File: src/core/xmpc_pkg.sv
// Package of constants and types for the external memory pin-control block.
// Functional notes
// - Reset straps pick interface input clock source.
// - Default strap selects external input clock.
// - Divided output clock: input over 1, 2, 4.
// - Full rate output clock equals input clock.
// - Sync strobe: address strobe or read enable.
// - Read pin muxed by memory type.
// - Output-enable pin muxed by memory type.
// - Write pin same for all memory types.
// - SDRAM clock enable, else general output.
// - Dedicated FIFO output enable for space 3.
// - Host hold request answered by hold acknowledge.
// - Bus request output when bus needed.
// - Ready input paces asynchronous accesses.
// - Peripheral direct transfer output driven.
// - One chip enable from address bits 28-29.
// - Byte enables from low address, width dependent.
package xmpc_pkg;
    localparam logic [1:0] XMPC_STRAP_EXT  = 2'h0;
    localparam logic [1:0] XMPC_STRAP_DIV4 = 2'h1;
    localparam logic [1:0] XMPC_STRAP_DIV6 = 2'h2;
    localparam logic [1:0] XMPC_DIV_1      = 2'h0;
    localparam logic [1:0] XMPC_DIV_2      = 2'h1;
    localparam logic [1:0] XMPC_DIV_4      = 2'h2;
    localparam logic [1:0] XMPC_W_8        = 2'h0;
    localparam logic [1:0] XMPC_W_16       = 2'h1;
    localparam logic [1:0] XMPC_W_32       = 2'h2;
    localparam logic [1:0] XMPC_W_64       = 2'h3;
    localparam int         XMPC_CE_LSB     = 28;
    localparam int         XMPC_FIFO_CE    = 3;
    localparam int         XMPC_RDY_TMO_NS = 2000;
    localparam int         XMPC_CLK_NS     = 50;
    localparam int         XMPC_RDY_TMO_CYC = XMPC_RDY_TMO_NS / XMPC_CLK_NS;
    localparam int         XMPC_RDY_SYNC_CYC = 4;
    localparam logic [3:0] XMPC_STROBES_IDLE = 4'h0;

    typedef enum logic [1:0]
    {
        XMPC_MEM_ASYNC = 2'b00,
        XMPC_MEM_SDRAM = 2'b01,
        XMPC_MEM_SYNC  = 2'b10
    } xmpc_mem_t;

    typedef enum logic [2:0]
    {
        XMPC_IDLE   = 3'b000,
        XMPC_ACCESS = 3'b001,
        XMPC_WAITRD = 3'b010,
        XMPC_RELEAS = 3'b011,
        XMPC_HELD   = 3'b100
    } xmpc_state_t;

    // Strobe commands for one access cycle, active high inside the block.
    typedef struct packed
    {
        logic rd;
        logic oe;
        logic wr;
        logic cke;
    } xmpc_strobe_t;

    // Pin levels that go to the pad ring, active low where the pin is.
    typedef struct packed
    {
        logic         rd_n;
        logic         oe_n;
        logic         we_n;
        logic         fifo_oe_n;
        logic [3:0]   ce_n;
        logic [7:0]   be_n;
        logic         pdt_n;
        logic         cke;
    } xmpc_pins_t;
endpackage

File: src/core/xmpc_clkgen.sv
// Interface clock source selection and output clock dividers.
`timescale 1ns/1ns
module xmpc_clkgen
    import xmpc_pkg::*;
(
    input  wire logic       ref_clk,       // Core clock.
    input  wire logic       sys_rst,       // Asynchronous reset, active high.
    input  wire logic       strap_load,    // Pulse after reset to capture straps.
    input  wire logic [1:0] straps,        // Synchronised strap levels.
    input  wire logic       ext_tick,      // Synchronised external clock edge, either way.
    input  wire logic [1:0] div_sel,       // Divider for the second output clock.
    output logic            full_rate_out, // Full rate output clock.
    output logic            divided_out    // Divided output clock.
);
    logic [1:0] src_sel;
    logic [2:0] cpu_cnt;
    logic [1:0] div_cnt;
    logic       tick;
    wire        cnt_wrap;
    wire  [2:0] cnt_max;

    assign cnt_max  = (src_sel == XMPC_STRAP_DIV6) ? 3'h2 : 3'h1;
    assign cnt_wrap = (cpu_cnt == cnt_max);

    always_ff @(posedge ref_clk or posedge sys_rst)
    begin
        if (sys_rst)
            src_sel <= XMPC_STRAP_EXT;
        else if (strap_load)
            src_sel <= (straps == XMPC_STRAP_DIV4 || straps == XMPC_STRAP_DIV6)
                       ? straps : XMPC_STRAP_EXT;
    end

    always_ff @(posedge ref_clk or posedge sys_rst)
    begin
        if (sys_rst)
            cpu_cnt <= 3'h0;
        else
            cpu_cnt <= cnt_wrap ? 3'h0 : cpu_cnt + 3'h1;
    end

    // Each half period of the interface clock is marked by tick; the full rate clock toggles on every tick, the divided clock on every 1st, 2nd or 4th.
    always_comb
    begin
        tick = (src_sel == XMPC_STRAP_EXT) ? ext_tick : cnt_wrap;
    end

    always_ff @(posedge ref_clk or posedge sys_rst)
    begin
        if (sys_rst)
        begin
            full_rate_out <= 1'b0;
            divided_out   <= 1'b0;
            div_cnt       <= 2'h0;
        end
        else if (tick)
        begin
            full_rate_out <= ~full_rate_out;
            div_cnt       <= div_cnt + 2'h1;
            case (div_sel)
                XMPC_DIV_1: divided_out <= ~divided_out;
                XMPC_DIV_2: divided_out <= div_cnt[0] ? ~divided_out : divided_out;
                XMPC_DIV_4: divided_out <= (div_cnt == 2'h3) ? ~divided_out : divided_out;
                default:    divided_out <= ~divided_out;
            endcase
        end
    end
endmodule

File: src/core/xmpc_top.sv
// Pin control for the wide external memory interface.
`timescale 1ns/1ns
module xmpc_top
    import xmpc_pkg::*;
#(
    parameter int RDY_TMO = XMPC_RDY_TMO_CYC
)
(
    input  wire logic        ref_clk,                    // Core clock, 20 MHz.
    input  wire logic        sys_rst,                    // Asynchronous reset, active high.
    input  wire logic        ext_input_clock,            // External interface clock pin.
    input  wire logic [1:0]  clock_select_straps,        // Clock source straps.
    input  wire logic [1:0]  div_sel,                    // Divided clock factor code.
    input  wire logic        read_enable_mode_sel,       // Sync strobe mode.
    input  wire logic        acc_req,                    // Core access request.
    input  wire logic        acc_write,                  // Request is a write.
    input  wire logic [31:0] acc_addr,                   // Byte address of request.
    input  wire logic [1:0]  acc_width,                  // External memory width code.
    input  wire xmpc_mem_t   acc_mem,                    // Memory type of the space.
    input  wire logic        acc_pdt,                    // Peripheral direct transfer.
    input  wire logic        self_refresh,               // Drop clock enable.
    input  wire logic        gp_out,                     // General output when no SDRAM.
    input  wire logic        sdram_fitted,               // SDRAM present.
    input  wire logic        async_ready_in,             // Ready pin.
    input  wire logic        bus_hold_request,           // Host hold request pin.
    output logic             acc_done,                   // Access complete pulse.
    output logic             full_rate_output_clock,     // Full rate clock.
    output logic             divided_output_clock,       // Divided clock.
    output xmpc_pins_t       pins,                       // Control pin levels.
    output logic             pins_oe,                    // Control pins driven.
    output logic             bus_hold_ack,               // Hold acknowledge.
    output logic             bus_need_out                // Bus request output.
);
    xmpc_state_t state;
    xmpc_state_t next_state;
    logic [2:0]  rdy_sync;
    logic [2:0]  hold_sync;
    logic [2:0]  eclk_sync;
    logic [2:0]  strap_sync0;
    logic [2:0]  strap_sync1;
    logic        rdy_st;
    logic        hold_st;
    logic        eclk_st;
    logic        strap_done;
    logic [1:0]  strap_age;
    logic [15:0] wait_cnt;
    logic        req_w;
    logic [31:0] req_a;
    logic [1:0]  req_wd;
    xmpc_mem_t   req_m;
    logic        req_pdt;
    logic        full_rate_int;
    logic        divided_int;
    xmpc_strobe_t stb;
    xmpc_pins_t  next_pins;

    function automatic logic [7:0] be_decode(input logic [2:0] a, input logic [1:0] w);
        logic [7:0] m;
        m = 8'h00;
        case (w)
            XMPC_W_8:  m = 8'h01 << a[1:0];
            XMPC_W_16: m = 8'h03 << {a[1], 1'b0};
            XMPC_W_32: m = 8'h0F;
            XMPC_W_64: m = 8'hFF;
            default:   m = 8'hFF;
        endcase
        return m;
    endfunction

    function automatic logic [3:0] ce_decode(input logic [3:0] region);
        return 4'h1 << region[1:0];
    endfunction

    always_ff @(posedge ref_clk or posedge sys_rst)
    begin
        if (sys_rst)
        begin
            rdy_sync    <= 3'h0;
            hold_sync   <= 3'h0;
            eclk_sync   <= 3'h0;
            strap_sync0 <= 3'h0;
            strap_sync1 <= 3'h0;
        end
        else
        begin
            rdy_sync    <= {rdy_sync[1:0], async_ready_in};
            hold_sync   <= {hold_sync[1:0], bus_hold_request};
            eclk_sync   <= {eclk_sync[1:0], ext_input_clock};
            strap_sync0 <= {strap_sync0[1:0], clock_select_straps[0]};
            strap_sync1 <= {strap_sync1[1:0], clock_select_straps[1]};
        end
    end

    // Filtered levels change only when stages two and three agree.
    always_ff @(posedge ref_clk or posedge sys_rst)
    begin
        if (sys_rst)
        begin
            rdy_st  <= 1'b0;
            hold_st <= 1'b0;
            eclk_st <= 1'b0;
        end
        else
        begin
            rdy_st  <= (rdy_sync[1] == rdy_sync[2]) ? rdy_sync[2] : rdy_st;
            hold_st <= (hold_sync[1] == hold_sync[2]) ? hold_sync[2] : hold_st;
            eclk_st <= (eclk_sync[1] == eclk_sync[2]) ? eclk_sync[2] : eclk_st;
        end
    end

    wire eclk_edge  = (eclk_sync[1] == eclk_sync[2]) & (eclk_sync[2] != eclk_st);
    wire strap_ok   = (strap_sync0[1] == strap_sync0[2]) & (strap_sync1[1] == strap_sync1[2]);
    // Straps are taken only once all three stages hold pin levels, not reset values.
    wire strap_load = ~strap_done & strap_ok & (strap_age == 2'h3);

    always_ff @(posedge ref_clk or posedge sys_rst)
    begin
        if (sys_rst)
        begin
            strap_done <= 1'b0;
            strap_age  <= 2'h0;
        end
        else
        begin
            strap_age <= (strap_age == 2'h3) ? strap_age : strap_age + 2'h1;
            if (strap_load)
                strap_done <= 1'b1;
        end
    end

    xmpc_clkgen u_clkgen
    (
        .ref_clk       (ref_clk),
        .sys_rst       (sys_rst),
        .strap_load    (strap_load),
        .straps        ({strap_sync1[2], strap_sync0[2]}),
        .ext_tick      (eclk_edge),
        .div_sel       (div_sel),
        .full_rate_out (full_rate_int),
        .divided_out   (divided_int)
    );

    wire start    = (state == XMPC_IDLE) & acc_req & ~hold_st & strap_done;
    wire async_rd = (req_m == XMPC_MEM_ASYNC);
    wire tmo      = (wait_cnt == RDY_TMO[15:0]);
    // Ready is trusted only once the synchroniser shows the level seen under the strobes.
    wire rdy_valid = (wait_cnt >= XMPC_RDY_SYNC_CYC[15:0]);

    always_comb
    begin
        next_state = state;
        case (state)
            XMPC_IDLE:
                if (hold_st)
                    next_state = XMPC_RELEAS;
                else if (start)
                    next_state = XMPC_ACCESS;
            XMPC_ACCESS:
                next_state = async_rd ? XMPC_WAITRD : XMPC_IDLE;
            XMPC_WAITRD:
                if ((rdy_st & rdy_valid) | tmo)
                    next_state = XMPC_IDLE;
            XMPC_RELEAS:
                next_state = XMPC_HELD;
            XMPC_HELD:
                if (!hold_st)
                    next_state = XMPC_IDLE;
            default:
                next_state = XMPC_IDLE;
        endcase
    end

    wire active = (state == XMPC_ACCESS) | (state == XMPC_WAITRD);

    // Per memory type the read and output-enable pins carry different strobes; the write pin carries the write strobe in all types.
    always_comb
    begin
        stb     = XMPC_STROBES_IDLE;
        stb.cke = sdram_fitted ? ~self_refresh : gp_out;
        if (active)
        begin
            case (req_m)
                XMPC_MEM_ASYNC:
                begin
                    stb.rd = ~req_w;
                    stb.oe = ~req_w;
                    stb.wr = req_w;
                end
                XMPC_MEM_SDRAM:
                begin
                    stb.rd = 1'b1;
                    stb.oe = 1'b0;
                    stb.wr = req_w;
                end
                XMPC_MEM_SYNC:
                begin
                    stb.rd = read_enable_mode_sel ? ~req_w : 1'b1;
                    stb.oe = ~req_w;
                    stb.wr = req_w;
                end
                default:
                    stb.rd = 1'b0;
            endcase
        end
    end

    always_comb
    begin
        next_pins.rd_n      = ~stb.rd;
        next_pins.oe_n      = ~stb.oe;
        next_pins.we_n      = ~stb.wr;
        next_pins.cke       = stb.cke;
        next_pins.ce_n      = active ? ~ce_decode(req_a[31:28]) : 4'hF;
        next_pins.be_n      = active ? ~be_decode(req_a[2:0], req_wd) : 8'hFF;
        next_pins.fifo_oe_n = ~(active & stb.oe & (req_a[29:28] == XMPC_FIFO_CE[1:0])
                              & (req_m == XMPC_MEM_SYNC));
        next_pins.pdt_n     = ~(active & req_pdt);
    end

    always_ff @(posedge ref_clk or posedge sys_rst)
    begin
        if (sys_rst)
        begin
            state    <= XMPC_IDLE;
            wait_cnt <= 16'h0000;
            req_w    <= 1'b0;
            req_a    <= 32'h0000_0000;
            req_wd   <= XMPC_W_64;
            req_m    <= XMPC_MEM_ASYNC;
            req_pdt  <= 1'b0;
        end
        else
        begin
            state    <= next_state;
            wait_cnt <= (state == XMPC_WAITRD) ? wait_cnt + 16'h0001 : 16'h0000;
            if (start)
            begin
                req_w   <= acc_write;
                req_a   <= acc_addr;
                req_wd  <= acc_width;
                req_m   <= acc_mem;
                req_pdt <= acc_pdt;
            end
        end
    end

    always_ff @(posedge ref_clk or posedge sys_rst)
    begin
        if (sys_rst)
        begin
            pins                   <= '1;
            pins_oe                <= 1'b0;
            bus_hold_ack           <= 1'b0;
            bus_need_out           <= 1'b0;
            acc_done               <= 1'b0;
            full_rate_output_clock <= 1'b0;
            divided_output_clock   <= 1'b0;
        end
        else
        begin
            pins                   <= next_pins;
            pins_oe                <= (next_state != XMPC_RELEAS) & (next_state != XMPC_HELD);
            bus_hold_ack           <= (next_state == XMPC_HELD);
            bus_need_out           <= acc_req & (hold_st | (state == XMPC_HELD));
            acc_done               <= (state != XMPC_IDLE) & (next_state == XMPC_IDLE)
                                      & (state != XMPC_HELD);
            full_rate_output_clock <= full_rate_int;
            divided_output_clock   <= divided_int;
        end
    end
endmodule

File: config.mk
export PLATFORM = sky130hd
export DESIGN_NAME = xmpc_top
export DESIGN_NICKNAME = d
export VERILOG_FILES = /design/src/core/xmpc_pkg.sv /design/src/core/xmpc_clkgen.sv /design/src/core/xmpc_top.sv
export SDC_FILE = /design/constraint.sdc
export NUM_CORES = 1
export LEC_CHECK = 0
export BUFFER_PORTS_ARGS = -buffer_cell sky130_fd_sc_hd__buf_2
export CAP_MARGIN = 20
export CORE_MARGIN = 5
export CORE_UTILIZATION = 53
export CTS_CLUSTER_DIAMETER = 120
export DETAILED_ROUTE_END_ITERATION = 7
export GPL_TIMING_DRIVEN = 0
export PLACE_DENSITY = 0.76
export SLEW_MARGIN = 25
export SYNTH_ARGS = -nofsm -noshare
export SYNTH_HDL_FRONTEND = slang
export SYNTH_SLANG_ARGS = --single-unit
File: constraint.sdc
create_clock -name ref_clk -period 2.75 [get_ports ref_clk]
set_input_delay 0.1375 -clock ref_clk [delete_from_list [all_inputs] [get_ports ref_clk]]
set_output_delay 0.1375 -clock ref_clk [all_outputs]
set_load 0.005 [all_outputs]
==> flow_metrics.py, run 1 <==
metrics = {
    "outcome": {
        "outcome": "completed",
    },
    "logic_synthesis": {
        "synth_edf_count": 0,
        "seq_area_frac_synth_pct": 62.84,
        "syn_avg_cell_area_sq_um": 12.53,
        "synth.distinct_cells": 44,
        "yosys_register_bits": 80,
        "ys_async_sr_fraction_pct": 100.0,
        "synth_ff_type": "dfrtp_1",
        "syn_inst": 257,
        "yosys_warnings": 0,
        "syn-cell-area_sq_um": 3219,
        "postSynthNetCount": 314,
    },
    "sta": {
        "max-slew-margin-rel_pct": 58.75,
        "rsz0062_at_grt": "no",
        "finalCritPeriodShare_pct": 60.50,
        "fin_crit_ps": 1664,
        "setup_viol": 0,
        "tns_ps": 0,
        "hold_viol_final": 0,
        "hold_ws_ps": 20.93,
        "worst_pin_slew_ps": 610.2,
        "finalMaxSlewViolations": 0,
        "finClkSkew_ps": 13.21,
        "max_freq_ghz": 0.6011,
    },
    "clocking": {
        "root_buffer": "clkbuf_8",
        "post_cts_buffers": 0,
        "cts_made_buffers": 9,
        "cts_resized": 0,
        "clock-sinks": 80,
        "clockBufferDepth": 2,
        "cts_tree": "done",
        "cts.reportedPaths.clkPinSlew_ps": 80,
        "cts_hold_buf": 8,
        "clkLatencyLatePin_ps": 340,
        "ctsHtreeMaxLevel": 3,
    },
    "worst_setup_path": {
        "r2r_start": "state[0]",
        "r2r-end": "req_pdt",
        "critical_path_class": "flop to flop",
        "start_kind": "flop",
        "rrSetupSlack_ps": 1090,
        "cp_data_arrival_time_ps": 1890,
        "endpoint_kind": "flop",
        "critPathMaxFanout": 10,
        "worst-r2r-cell-count": 5,
        "crit_required_ps": 2970,
    },
    "floorplanning": {
        "die-area_sq_um": 7733,
        "die_x_um": 87.94,
        "fp.coreArea_sq_um": 5921,
        "die_h_um": 87.94,
        "initial_core_util_pct": 54.37,
        "rows": 28,
        "io_pins": 76,
    },
    "worst_hold_path": {
        "whs_endpoint": "req_w",
        "hold_class": "primary input to flop",
        "hold_start": "acc_write",
        "whs_path_depth": 2,
    },
    "global_route": {
        "antenna_found_initial": 0,
        "first_global_vias": 2118,
        "grtUsageTotal_pct": 16.61,
        "grt_pass1_wl_um": 9839,
        "overflow": 0,
        "grt_max_degree": 48,
    },
    "power_and_ir_drop": {
        "p_leak_nw": 1.700,
        "power_mw": 3.892,
        "power_density_nw_per_um2": 1001,
        "worst_ir_drop_vdd_v": 0.0005796,
    },
    "final_layout": {
        "fillers": 457,
        "drive_above_1_share_pct": 31.31,
        "num-nets-final": 381,
        "layout_common_cells": "dfrtp_1, buf_2, nor2_1, dfstp_2, xnor2_1",
        "layout_commonest_cell": "dfrtp_1",
        "layout.cells.non_filler": 404,
        "layout.area.seq_sq_um": 2023,
        "area_growth_pct": 20.79,
        "final_util_pct": 65.68,
        "multiInputGateArea_sq_um": 1089,
        "antenna_cells": 0,
    },
    "route": {
        "via_per_inst": 5.166,
        "post_drt_wl_per_cell_um": 14.23,
        "ant_nets": 0,
        "drt_wl_total_um": 5748,
        "num_vias": 2087,
        "drt-pass1-iter-count": 4,
        "drc": 0,
        "drtIter0Drc": 79,
    },
    "placed_design": {
        "place.gp.congestion": 0.7649,
        "port_buffers": 47,
        "dp_cells": 380,
        "hpwl_um": 3859,
    },
    "run": {
        "drv_cap": 0,
    },
}
==> report_power, final <==
part           leakage (nW)  internal [mW]  switching, mW
sequential            0.953           1.56          0.227
combinational         0.633          0.551          0.534
clock                 0.114          0.606          0.416
total                  1.70           2.72           1.18
==> how the worst max path moves through the flow <==
| stage | startpoint | endpoint | slack [ps] | cells after the start |
|---|---|---|---|---|
| finish | state[0] | req_pdt | 1090 | 5 |
| floorplan | sys_rst | acc_done | 590 | 1 |
| detailed placement | state[0] | req_a[28] | 1120 | 5 |
| global route | state[0] | req_a[29] | 990 | 5 |
| global placement | sys_rst | req_w | -250 | 2 |
| CTS | state[0] | req_pdt | 1090 | 5 |
==> final cells by class <==
class | instances | share of cell area, %
Timing Repair Buffer | 56 | 8.623
Sequential cell | 80 | 52.03
Tap cell | 75 | 2.413
Multi-Input combinational cell | 154 | 27.99
Buffer | 10 | 1.512
Clock inverter | 5 | 2.735
Inverter | 13 | 1.319
Clock buffer | 11 | 3.378
==> metrics by stage <==
stage	cell area, sq um	setup WS (ps)
5_1_grt	3889	992.6
3_5_place_dp	3571	1124
4_1_cts	3889	1089
3_3_place_gp	3548	-252.8
2_1_floorplan	3219	588.9
6_report	3889	1086
==> metal layers <==
metal	vias up	routed length [um]	part of all wire (%)	GRT usage, %
met3	11	257	4.5	4.421
met4	0	104	1.8	6.974
li1	1018	-	-	-
met5	-	0	0	0
met2	36	2898	50	27.33
met1	1022	2487	43	20.79
==> critical path: stages, from the launching register on <==
cell     delay [ps]
dfrtp_1         360
buf_2           160
nor2_1          300
nand4_1         210
buf_6           210
mux2_4          300
==> cell usage after synthesis (6+ instances only) <==
cell type,number,area [sq um]
nand3b_1,6,45.04
dfstp_2,17,446.7
nand3_1,8,40.04
nand2_1,7,26.28
xnor2_1,16,140.1
inv_1,13,48.80
dfrtp_1,63,1577
a21oi_1,7,35.03
o21ai_0,13,65.06
nor2_1,26,97.59
mux2_4,10,150.1
nor4_1,7,43.79
==> cells by family after synthesis <==
group / share of synthesized area, %
AND/OR/NAND/NOR: 13.84
flip-flops: 62.84
AO/OA/AOI/OAI: 5.947
buffers and inverters: 3.342
XOR/XNOR: 5.169
multiplexers: 5.985
adder cells (fa/ha/maj): 2.876
==> flip-flops by register name, summed over array words and instances (netlist names), 3 cells and up <==
name and count:
eclk_sync 3, u_clkgen.cpu_cnt 3, wait_cnt 16, hold_sync 3, strap_sync0 3, state 3
strap_sync1 3, req_a 4, pins 15, rdy_sync 3
(Power assumes the default switching activity.)
==> run 2: changes to the inputs <==
clock period = 1.65 ns   (was 2.75 ns; I/O delays follow)
==> run 2 against run 1 <==
- routed wire length rose by 0.42%
- cell count rose by 2.7%
- global-route usage rose by 0.31 points
- critical endpoint is now acc_done
==> flow_metrics.py, run 2 (synthesis gave the netlist of run 1 again) <==
metrics = {
    "outcome": {
        "outcome": "completed",
    },
    "global_route": {
        "antenna_found_initial": 0,
        "first_global_vias": 2110,
        "overflow": 0,
        "grt_max_degree": 29,
        "grt_pass1_wl_um": 9977,
        "grtUsageTotal_pct": 16.91,
    },
    "clocking": {
        "cts_made_buffers": 9,
        "clockBufferDepth": 2,
        "post_cts_buffers": 0,
        "root_buffer": "clkbuf_8",
        "ctsHtreeMaxLevel": 3,
        "cts_tree": "done",
        "clock-sinks": 80,
        "clkLatencyLatePin_ps": 350,
        "cts.reportedPaths.clkPinSlew_ps": 80,
    },
    "final_layout": {
        "reg.largest.list": "wait_cnt: 16 flops, pins: 15 flops, req_a: 4 flops",
        "num-nets-final": 392,
        "antenna_cells": 0,
        "largest-register": "wait_cnt",
        "layout_common_cells": "dfrtp_1, buf_2, nor2_1, dlygate4sd3_1, dfstp_2",
        "area_growth_pct": 23.44,
        "fillers": 453,
        "layout_commonest_cell": "dfrtp_1",
        "final_util_pct": 67.12,
        "drive_above_1_share_pct": 32.35,
        "largest_reg_flops": 16,
    },
    "worst_setup_path": {
        "path_cells": "or3b_1 > buf_4 > a221o_1 > a21boi_1",
        "critical_path_class": "flop to flop",
        "crit_required_ps": 1880,
        "crit_family": "flip-flops",
        "start_kind": "flop",
        "cp_data_arrival_time_ps": 1800,
        "endpoint_kind": "flop",
        "slowest_delay_ps": 470,
        "path_buf_inv": 1,
        "cp_slowest_cell": "dfrtp_1",
        "critPathMaxFanout": 8,
    },
    "placed_design": {
        "place.gp.congestion": 0.7371,
        "port_buffers": 47,
        "pre_cts_ws_ps": 34.15,
        "hpwl_um": 3816,
    },
    "route": {
        "drc": 0,
        "drt_wl_total_um": 5772,
        "num_vias": 2147,
        "post_drt_wl_per_cell_um": 13.91,
        "drtIter0Drc": 66,
        "via_per_inst": 5.173,
        "ant_nets": 0,
        "drt-pass1-iter-count": 4,
    },
    "sta": {
        "rsz0062_at_grt": "no",
        "finalMaxSlewViolations": 0,
        "hold_ws_ps": 66.19,
        "max_freq_ghz": 0.6348,
        "tns_ps": 0,
        "finalCritPeriodShare_pct": 95.48,
        "hold_viol_final": 0,
        "max-slew-margin-rel_pct": 55.29,
        "worst_pin_slew_ps": 661.3,
        "fin_crit_ps": 1575,
        "worst_slack_ps": 74.60,
        "setup_viol": 0,
        "finClkSkew_ps": 14.77,
    },
    "floorplanning": {
        "die_x_um": 87.94,
        "io_pins": 76,
        "fp.coreArea_sq_um": 5921,
        "rows": 28,
        "initial_core_util_pct": 54.37,
        "die-area_sq_um": 7733,
        "die_h_um": 87.94,
    },
    "run": {
        "drv_cap": 0,
    },
    "power_and_ir_drop": {
        "power_density_nw_per_um2": 1511,
        "p_leak_nw": 1.717,
        "worst_ir_drop_vdd_v": 0.0006735,
    },
    "worst_hold_path": {
        "hold_class": "primary input to flop",
    },
}
## run 2: changes by cell type in the layout (fill, tap and decap cells not counted), moves of 2 or more
| cell | change |
|---|---|
| nor4_2 | +4 |
| bufinv_16 | -3 |
| nor2_2 | +2 |
| dlygate4sd3_1 | +11 |
| nor4_1 | -4 |
| buf_2 | -2 |
| clkinv_2 | +3 |
| nor2_1 | -2 |
## run 2: final cells by class
type | instances | area [sq um] | share of cell area, %
sequential | 80 | 2024 | 50.94
multi-input combinational | 154 | 1124 | 28.27
timing repair buffer | 68 | 465.4 | 11.71
clock buffer | 12 | 135.1 | 3.401
tap | 75 | 93.84 | 2.361
buffer | 9 | 56.30 | 1.417
inverter | 13 | 52.55 | 1.322
clock inverter | 4 | 22.52 | 0.5668
## run 2: metrics by stage
stage,instance area (sq um),std cells,power [mW]
after floorplan,3223,257,4.213
after global placement,3552,379,4.700
after detailed placement,3592,381,4.794
after CTS,3940,416,6.043
after global routing,3974,415,6.461
final,3974,415,6.006
## run 2: repair_timing
action / 4_1_cts / 5_1_grt
gates resized for setup: 0 / 10
hold buffers: 19 / 0
hold endpoints to repair: 42 / 0
endpoints found under the setup margin: 0 / 13
## run 2: final timing paths
check                             start              endpoint  slack (ps)  depth (start not counted)
max in group asynchronous       sys_rst             req_wd[1]         460                          5
hold reg to reg            eclk_sync[0]          eclk_sync[1]         330                          0
setup / recovery               state[0]              acc_done          70                          4
setup reg to reg               state[0]              acc_done          70                          4
min in group asynchronous       sys_rst          eclk_sync[1]         370                          3
hold / removal               div_sel[0]  u_clkgen.divided_out          70                          4
## run 2: power by group
group / internal [mW] / switching [mW] / total, mW / leakage [nW]
Sequential: 2.60 / 0.405 / 3.01 / 0.952
Clock: 0.540 / 0.661 / 1.20 / 0.0801
Combinational: 0.947 / 0.850 / 1.80 / 0.685
## run 2: tightest hold or removal path: stages
cell and delay (ps):
buf_2 90, a21oi_1 50, o21ai_0 90, xnor2_1 70
## run 2: routing by layer
layer	wire, um	vias up	global-route usage (%)
met3	228	11	4.798
met2	2802	33	26.23
met5	0	-	0
met4	92	0	7.113
met1	2648	1067	22.43
li1	-	1036	-
